`config.mk`:
```
export PLATFORM = sky130hd
export DESIGN_NAME = cld_device_flat
export DESIGN_NICKNAME = d
export VERILOG_FILES = /design/src/hdl/cld_pkg.sv /design/src/hdl/cld_if.sv /design/src/hdl/cld_device.sv /design/src/flat_wrapper.sv
export SDC_FILE = /design/constraint.sdc
export NUM_CORES = 1
export LEC_CHECK = 0
export BUFFER_PORTS_ARGS = -buffer_cell sky130_fd_sc_hd__buf_2
export CAP_MARGIN = 20
export CORE_UTILIZATION = 45
export CTS_BUF_LIST = sky130_fd_sc_hd__clkbuf_2
export CTS_CLUSTER_DIAMETER = 50
export DETAILED_ROUTE_END_ITERATION = 6
export GPL_TIMING_DRIVEN = 0
export MAX_ROUTING_LAYER = met4
export PLACE_DENSITY = 0.81
export SYNTH_ARGS = -nofsm -noshare
export SYNTH_HDL_FRONTEND = slang
export SYNTH_SLANG_ARGS = --single-unit
```
`constraint.sdc`:
```
create_clock -name ref_clk -period 4.02 [get_ports ref_clk]
set_input_delay 0.804 -clock ref_clk [delete_from_list [all_inputs] [get_ports ref_clk]]
set_output_delay 0.804 -clock ref_clk [all_outputs]
set_load 0.05 [all_outputs]
```
`src/hdl/cld_pkg.sv`:
```
// package of the collision limit and dma enable register bank
// holds register offsets, field positions, reset values, codes and lengths
// assumes both ends and the bench import it whole
package cld_pkg;

   // widths of the register link between the two ends
   localparam int CLD_ADDR_W = 4;
   localparam int CLD_DATA_W = 8;
   // received length width, enough for 2047 bytes
   localparam int CLD_LEN_W = 11;

   // device register offsets on the link
   localparam logic [3:0] CLD_REG_COLL = 4'hB;
   localparam logic [3:0] CLD_REG_DMA = 4'hC;

   // reset values of the two device registers
   localparam logic [7:0] CLD_COLL_RST = 8'h00;
   localparam logic [7:0] CLD_DMA_RST = 8'h00;

   // field positions
   localparam int CLD_ACT_LSB = 0;
   localparam int CLD_ACT_W = 3;
   localparam int CLD_DMA_WR_BIT = 0;
   localparam int CLD_DMA_RD_BIT = 1;
   localparam int CLD_DMA_ZERO_BIT = 2;
   localparam int CLD_OVS_BIT = 3;

   // excess collision action and resume codes
   localparam logic [2:0] CLD_ACT_AUTO_RETRY = 3'h6;
   localparam logic [2:0] CLD_ACT_AUTO_SKIP = 3'h7;
   localparam logic [2:0] CLD_RES_RETRY = 3'h2;
   localparam logic [2:0] CLD_RES_SKIP = 3'h3;

   // received length limits in bytes
   localparam logic [10:0] CLD_OVERSIZE_LEN = 11'h700;
   localparam logic [10:0] CLD_MAX_LEN = 11'h7FF;

   // software port offsets of the host end
   localparam int CLD_SW_ADDR_W = 3;
   localparam logic [2:0] CLD_SW_COLL = 3'h0;
   localparam logic [2:0] CLD_SW_DMA = 3'h1;
   localparam logic [2:0] CLD_SW_STAT = 3'h2;
   localparam logic [2:0] CLD_SW_MASK = 3'h3;
   localparam logic [2:0] CLD_SW_LIVE = 3'h4;
   localparam logic [2:0] CLD_SW_PEEK = 3'h5;
   localparam logic [2:0] CLD_SW_PEEKDATA = 3'h6;

   // host status and mask bit positions
   localparam int CLD_ST_W = 4;
   localparam int CLD_ST_HALT = 0;
   localparam int CLD_ST_DMAEND = 1;
   localparam int CLD_ST_REFUSED = 2;
   localparam int CLD_ST_PEEK = 3;
   localparam logic [3:0] CLD_ST_RST = 4'h0;

endpackage : cld_pkg
```
`src/hdl/cld_if.sv`:
```
// link between the register bank (device) and the host controller
// assumes one common clock, ref_clk, for both ends
`timescale 1ns/1ps
`default_nettype none
interface cld_if;
   import cld_pkg::*;
   logic [CLD_ADDR_W-1:0] regAddr; // register offset
   logic [CLD_DATA_W-1:0] regWData; // write data
   logic regWr; // one-cycle write strobe
   logic regRd; // one-cycle read strobe
   logic [CLD_DATA_W-1:0] regRData; // read data, cycle after regRd
   logic txHalted; // transmitter halted on excess collisions
   logic dmaEndFlag; // dma end flag
   logic dmaRdReq; // dma read request toward host
   logic dmaWrReq; // dma write request toward host

   // device end of the link
   modport dev (
      input regAddr, regWData, regWr, regRd,
      output regRData, txHalted, dmaEndFlag, dmaRdReq, dmaWrReq
   );
   // host end of the link
   modport host (
      output regAddr, regWData, regWr, regRd,
      input regRData, txHalted, dmaEndFlag, dmaRdReq, dmaWrReq
   );
endinterface : cld_if
`default_nettype wire

```
`src/hdl/cld_device.sv`:
```
// register bank for excess collision handling and dma enables
// assumes transmitter, receiver and buffer logic on the user side,
// all synchronous to ref_clk; the host end drives the link strobes
`timescale 1ns/1ps
`default_nettype none
module cld_device
   import cld_pkg::*;
(
   input wire logic ref_clk, // 25 MHz clock
   input wire logic rst, // asynchronous reset, active high
   cld_if.dev link, // register link to the host end
   input wire logic excessCollision, // pulse: sixteenth collision on a packet
   input wire logic rxLenValid, // pulse: rxLen holds a finished frame length
   input wire logic [CLD_LEN_W-1:0] rxLen, // received frame length in bytes
   input wire logic bufRdReady, // receive buffer has data for a dma read
   input wire logic bufWrReady, // buffer has room for a dma write
   input wire logic dmaEndSet, // pulse: dma transfer reached its end
   output logic retryPkt, // pulse: retransmit the collided packet
   output logic skipPkt, // pulse: drop collided packet, send next
   output logic txHaltOut, // level: transmitter held after collisions
   output logic rxDrop, // pulse: reject the frame just received
   output logic dmaEndOut // level: dma end flag
);

   // collision handling states
   typedef enum logic [1:0] {
      COL_RUN = 2'b01, // transmitter running
      COL_HALT = 2'b10 // waiting for a resume code
   } cld_col_e;

   // whole state of the bank
   typedef struct packed {
      cld_col_e col; // collision state
      logic [CLD_ACT_W-1:0] act; // excess collision action field
      logic ovsDis; // oversize drop disable
      logic dmaRd; // dma read enable
      logic dmaWr; // dma write enable
      logic endFlag; // dma end flag
      logic [CLD_DATA_W-1:0] rdata; // read data to the link
      logic retry; // retransmit pulse
      logic skip; // skip pulse
      logic drop; // receive reject pulse
      logic rdReq; // dma read request
      logic wrReq; // dma write request
   } cld_dev_s;

   cld_dev_s s; // registered state
   cld_dev_s next_s; // next state
   logic wrColl; // write to the collision register
   logic wrDma; // write to the dma register
   logic [CLD_ACT_W-1:0] wrCode; // action code in the write data

   // decode of link writes
   always_comb begin
      wrColl = link.regWr && (link.regAddr == CLD_REG_COLL);
      wrDma = link.regWr && (link.regAddr == CLD_REG_DMA);
      wrCode = link.regWData[CLD_ACT_LSB +: CLD_ACT_W];
   end

   // next state of the whole bank
   always_comb begin
      next_s = s;
      // pulses last one cycle
      next_s.retry = 1'b0;
      next_s.skip = 1'b0;
      next_s.drop = 1'b0;
      // read data only stands in the cycle after a read
      next_s.rdata = '0;

      // collision register write keeps only the action field
      if (wrColl) begin
         next_s.act = wrCode;
      end

      // dma register write, reserved bits discarded
      if (wrDma) begin
         next_s.ovsDis = link.regWData[CLD_OVS_BIT];
         next_s.dmaRd = link.regWData[CLD_DMA_RD_BIT];
         next_s.dmaWr = link.regWData[CLD_DMA_WR_BIT];
      end

      // read answers, one cycle after the strobe
      if (link.regRd) begin
         case (link.regAddr)
            CLD_REG_COLL: begin
               next_s.rdata = {5'h00, s.act};
            end
            CLD_REG_DMA: begin
               // undefined top bits and bit 2 give zero
               next_s.rdata = {4'h0, s.ovsDis, 1'b0, s.dmaRd, s.dmaWr};
            end
            default: begin
               // unmapped offset reads zero
               next_s.rdata = '0;
            end
         endcase
      end

      // excess collision handling
      case (s.col)
         COL_RUN: begin
            if (excessCollision) begin
               if (s.act[2]) begin
                  if (s.act[0]) begin
                     next_s.skip = 1'b1;
                  end else begin
                     next_s.retry = 1'b1;
                  end
               end else begin
                  next_s.col = COL_HALT;
               end
            end
         end
         COL_HALT: begin
            if (wrColl && (wrCode == CLD_RES_RETRY)) begin
               next_s.retry = 1'b1;
               next_s.col = COL_RUN;
            end else if (wrColl && (wrCode == CLD_RES_SKIP)) begin
               next_s.skip = 1'b1;
               next_s.col = COL_RUN;
            end
         end
         default: begin
            // illegal code recovers to running
            next_s.col = COL_RUN;
         end
      endcase

      // long frame removal
      if (rxLenValid && !s.ovsDis && (rxLen >= CLD_OVERSIZE_LEN)) begin
         next_s.drop = 1'b1;
      end
      // with ovsDis set no frame is rejected here

      next_s.rdReq = s.dmaRd && bufRdReady;
      next_s.wrReq = s.dmaWr && bufWrReady;

      // dma end flag, a set in the clearing cycle wins
      if (wrDma && (link.regWData[CLD_DMA_RD_BIT:CLD_DMA_WR_BIT] == 2'h0)) begin
         next_s.endFlag = 1'b0;
      end
      if (dmaEndSet) begin
         next_s.endFlag = 1'b1;
      end
   end

   // state register
   always_ff @(posedge ref_clk or posedge rst) begin
      if (rst) begin
         s.col <= COL_RUN;
         s.act <= CLD_COLL_RST[CLD_ACT_LSB +: CLD_ACT_W];
         s.ovsDis <= CLD_DMA_RST[CLD_OVS_BIT];
         s.dmaRd <= CLD_DMA_RST[CLD_DMA_RD_BIT];
         s.dmaWr <= CLD_DMA_RST[CLD_DMA_WR_BIT];
         s.endFlag <= 1'b0;
         s.rdata <= '0;
         s.retry <= 1'b0;
         s.skip <= 1'b0;
         s.drop <= 1'b0;
         s.rdReq <= 1'b0;
         s.wrReq <= 1'b0;
      end else begin
         s <= next_s;
      end
   end

   // link outputs straight from the state
   assign link.regRData = s.rdata;
   assign link.txHalted = (s.col == COL_HALT);
   assign link.dmaEndFlag = s.endFlag;
   assign link.dmaRdReq = s.rdReq;
   assign link.dmaWrReq = s.wrReq;

   // user side outputs straight from the state
   assign retryPkt = s.retry;
   assign skipPkt = s.skip;
   assign txHaltOut = (s.col == COL_HALT);
   assign rxDrop = s.drop;
   assign dmaEndOut = s.endFlag;

endmodule : cld_device
`default_nettype wire

```
`src/flat_wrapper.sv`:
```
// flat-port wrapper written by rule: the top's interface ports become plain ports
module cld_device_flat import cld_pkg::*;
  (ref_clk, rst, excessCollision, rxLenValid, rxLen, bufRdReady, bufWrReady, dmaEndSet, retryPkt, skipPkt, txHaltOut, rxDrop, dmaEndOut, link_regAddr, link_regWData, link_regWr, link_regRd, link_regRData, link_txHalted, link_dmaEndFlag, link_dmaRdReq, link_dmaWrReq);
  cld_if link_i ();
  input wire logic ref_clk;
  input wire logic rst;
  input wire logic excessCollision;
  input wire logic rxLenValid;
  input wire logic [CLD_LEN_W-1:0] rxLen;
  input wire logic bufRdReady;
  input wire logic bufWrReady;
  input wire logic dmaEndSet;
  output logic retryPkt;
  output logic skipPkt;
  output logic txHaltOut;
  output logic rxDrop;
  output logic dmaEndOut;
  input wire logic [$bits(link_i.regAddr)-1:0] link_regAddr;
  input wire logic [$bits(link_i.regWData)-1:0] link_regWData;
  input wire logic [$bits(link_i.regWr)-1:0] link_regWr;
  input wire logic [$bits(link_i.regRd)-1:0] link_regRd;
  output wire logic [$bits(link_i.regRData)-1:0] link_regRData;
  output wire logic [$bits(link_i.txHalted)-1:0] link_txHalted;
  output wire logic [$bits(link_i.dmaEndFlag)-1:0] link_dmaEndFlag;
  output wire logic [$bits(link_i.dmaRdReq)-1:0] link_dmaRdReq;
  output wire logic [$bits(link_i.dmaWrReq)-1:0] link_dmaWrReq;
  assign link_i.regAddr = link_regAddr;
  assign link_i.regWData = link_regWData;
  assign link_i.regWr = link_regWr;
  assign link_i.regRd = link_regRd;
  assign link_regRData = link_i.regRData;
  assign link_txHalted = link_i.txHalted;
  assign link_dmaEndFlag = link_i.dmaEndFlag;
  assign link_dmaRdReq = link_i.dmaRdReq;
  assign link_dmaWrReq = link_i.dmaWrReq;
  cld_device u_core (.ref_clk(ref_clk), .rst(rst), .link(link_i), .excessCollision(excessCollision), .rxLenValid(rxLenValid), .rxLen(rxLen), .bufRdReady(bufRdReady), .bufWrReady(bufWrReady), .dmaEndSet(dmaEndSet), .retryPkt(retryPkt), .skipPkt(skipPkt), .txHaltOut(txHaltOut), .rxDrop(rxDrop), .dmaEndOut(dmaEndOut));
endmodule
```
* After elaboration in Yosys (flattened, before gate mapping) *
Index checks and enable logic that the tools add are counted.

storage, ports and cells
  bits in registers = 22
  input bits = 32
  logic and storage cells = 53

operators by class
  $lt $le $gt $ge = 1
  equality and inequality tests = 9
  multiplexer cells = 18
  reduce and logical (&&, ||, !) cells = 13

operator list
  operator                                                         count
  2-bit two-way mux                                                6
  11-bit >= comparator, second input constant                      1
  1-bit logical AND                                                9
  4-bit == test, second input constant                             2
  1-bit two-way mux                                                8
  8-bit two-way mux                                                1
  2-bit case mux with 2 select lines                               2
  4-bit case mux with 2 select lines                               1
  3-bit by 2-bit == test with 1-bit output, second input constant  2
  2-bit != test, second input constant                             2
  3-bit by 1-bit != test with 1-bit output, second input constant  1
  3-bit AND reduction                                              1
  2-bit by 1-bit == test with 1-bit output, second input constant  1
  2-bit == test, second input constant                             1
  2-bit logical NOT                                                1
  2-bit nonzero test                                               1
  1-bit logical NOT                                                1

* Longest topological paths before layout *
  depth in word-level cells = 6
  depth in mapped cells = 4
  mapped depth without buffers = 4

* Worst setup path before layout *
No wires, ideal clock.

  path type = register to output
  start = reg u_core.s[20] (netlist bit)
  end = out txHaltOut
  data arrival time = 1,262 ps
  required time = 3,216 ps
  slack = 1,954 ps
  cell stages (with the launch flop) = 4
  path buffers = 1
  path through = dfstp_2 > inv_1 > ha_1 > buf_4

on the way
  longest elaborated chain between the ends = 1

ends and longest elaborated chain
  element                 RTL line            RTL
  start, declared         cld_device.sv:47    cld_dev_s s;
  start signal, assigned  cld_device.sv:163   s <= next_s;
  2-bit == test           --
  end, declared           flat_wrapper.sv:15  output logic txHaltOut;

Every way passes these cells.

* Worst setup path in the final report *
  start = reg u_core.s[20] (netlist bit)
  end = out txHaltOut

on the way
  longest elaborated chain between the ends = 1

ends and longest elaborated chain
  element        RTL line           RTL
  2-bit == test  cld_device.sv:177  assign txHaltOut = (s.col == COL_HALT);

Every way passes these cells.

==> flow_summary.toml <==
[timing]
fin_skew_ps = 19.1
fin_crit_sh = 0.581
hold_viol_final = 0
setup_tns_ps = 0
rsz0062_at_grt = "no"
slew_viol_final = 0
finalCriticalPeriod_ps = 2330
setup_viol = 0
tightest_slew_ps = 662
max_slew_margin = 0.558
max_clock_freq_mhz = 428

[clock_tree]
cts_tree = "built"
cts.clk_slew.worst_paths_ps = 150
cts-root-buf = "clkbuf_2"
postCtsResizedCells = 0
insertion_delay_ps = 300
postCtsHoldBufs = 0
htree_levels = 1
cts_made_buffers = 3
cts_setup_buffers = 0
clockBufferDepth = 2
cts_num_sinks = 18

[global_routing]
grt_max_degree = 19
grt_usage = 0.191
grt_pass1_vias = 663
antenna_found_initial = 0
overflow = 0
grt_pass1_wl_mm = 2.69

[critical_path]
worst_ep_required_time_ps = 3220
max_stage_delay_ps = 580
critPathKind = "register to output port"
path_buf_inv = 3
critPathCaptureType = "output port"
path_delay_family = "flip-flops"
arrival_ps = 1530
startpoint_type = "register"
crit_fanout = 6
critPathSlowestCell = "dfstp_2"
path_cells = "inv_1, ha_1, buf_4, buf_2"

[floorplanning]
die-area_um2 = 2170
core_um2 = 1800
die_h_um = 46.6
start_util = 0.496
rows = 15
boundaryPins = 49
fp.dieW_um = 46.6

[worst_hold_path]
hp-class = "register to register"

[routing]
finalWirelength_mm = 1.65
drt.antenna.violating_nets = 0
first_pass_iters = 4
via_per_inst = 4.76
drc_errors = 0
via_count = 667
drtIter0Drc = 14
wl_per_cell_um = 11.8

[final_layout]
regArea_um2 = 452
area.growth.synth_to_final_pct = 24.9
multiInputGateArea_um2 = 355
finish.utilization = 0.619
nets = 150
final_common_cell = "buf_2"
layout_common_cells = "buf_2 (32), dfrtp_1 (17), buf_4 (10)"
insertedDiodeCount = 0
fill_cells = 152
drive_gt1_frac = 0.504

[synthesis]
synthSimpleGateAreaFrac = 0.183
ys_ff_latch = 18
synthAdderAreaFrac = 0.0280
synth_top_family_by_area = "simple AND/OR/NAND/NOR gates"
yosysUniqueCellTypes = 28
ys.warnings.count = 0
synth-xor-area-share = 0
synth_compound_area_frac = 0.0868
avgSynthCellArea_um2 = 11.8
synthMuxAreaShare = 0.0826
yosysSeqAreaShare = 0.506
synth_area_um2 = 893
synthCells = 76

[placed_design]
gp_congestion = 0.737
io_buffers = 32

[power_and_ir_drop]
leakagePower_nw = 0.605
powerDensity_nw_per_um2 = 437
ir_drop_v = 0.000270

[run_status]
status = "finished clean"

[run]
maxCapViolations = 0
[power breakdown]
| part | switching, W | internal (W) | leakage [nW] |
|---|---|---|---|
| Sequential | 0.0000195 | 0.000213 | 0.228 |
| Clock | 0.0000543 | 0.0000264 | 0.0166 |
| Combinational | 0.000102 | 0.0000718 | 0.361 |
| Total | 0.000176 | 0.000311 | 0.605 |
[cell families (layout without fill, tap and decap cells)]
logic type,Yosys count,after routing
other,1,4
buffers and inverters,16,52
flip-flops,18,18
AND/OR/NAND/NOR,23,23
AO/OA/AOI/OAI,10,10
multiplexers,6,6
adder cells (fa/ha/maj),2,2
[registers in the layout, summed over array words and instances (netlist names)]
signal and count:
u_core.link.regRData 4, u_core.rxDrop 1, u_core.skipPkt 1, u_core.s 8
u_core.dmaEndOut 1, u_core.link.dmaRdReq 1, u_core.link.dmaWrReq 1, u_core.retryPkt 1
[metrics by stage]
step / power [W] / instance area (um^2) / cells / setup slack (ps) / hold WS, ps
5_1_grt: 0.000518 / 1120 / 140 / 1600 / 544
3_3_place_gp: 0.000401 / 1100 / 136 / 2060 / 479
2_1_floorplan: 0.000367 / 905 / 79 / 1950 / 464
4_1_cts: 0.000488 / 1120 / 140 / 1690 / 508
6_report: 0.000487 / 1120 / 140 / 1690 / 520
3_5_place_dp: 0.000409 / 1100 / 136 / 2020 / 487
[metal layers]
metal,track usage,vias up,wire [um]
met1,0.187,311,668
met5,-,-,0
met4,0.112,0,40
li1,-,329,-
met2,0.350,22,887
met3,0.0275,5,57
[cells in the mapped netlist (all sizes together)]
cell type	number	area (um^2)
dfrtp	17	425
buf	10	75.1
inv	6	22.5
mux2	5	63.8
nand2	5	18.8
nor2	4	15.0
a21o	3	22.5
and2	3	20.0
a22oi	2	15.0
and3	2	22.5
ha	2	25.0
nand4b	2	17.5
o22ai	2	12.5
a21boi	1	7.51
and3b	1	12.5
and4	1	8.76
and4b	1	10.0
conb	1	3.75
dfstp	1	26.3
mux2i	1	10.0
nand3b	1	7.51
nand4	1	6.26
nor3b	1	18.8
nor4	1	6.26
o221a	1	11.3
o221ai	1	8.76
[worst paths after layout]
check | startpoint | endpoint | slack (ps) | cells past startpoint
worst min register to register | u_core.s[17]$_DFFE_PP0P_ | u_core.retryPkt$_DFF_PP0_ | 520 | 1
min in group asynchronous | rst | u_core.link.regRData[0]$_DFF_PP0_ | 560 | 2
worst max register to register | u_core.s[20]$_DFFE_PP1P_ | u_core.s[21]$_DFFE_PP0P_ | 2590 | 4
worst min-delay path | u_core.s[17]$_DFFE_PP0P_ | u_core.retryPkt$_DFF_PP0_ | 520 | 1
max in group asynchronous | rst | u_core.s[18]$_DFFE_PP0P_ | 3030 | 2
worst max-delay path | u_core.s[20]$_DFFE_PP1P_ | txHaltOut | 1690 | 4
[cell type report]
class / count / area share
Buffer: 10 / 0.0673
Clock buffer: 4 / 0.0179
Inverter: 6 / 0.0202
Multi-Input combinational cell: 45 / 0.318
Sequential cell: 18 / 0.405
Tap cell: 25 / 0.0280
Timing Repair Buffer: 32 / 0.143
Power figures use the tool's default switching activity.
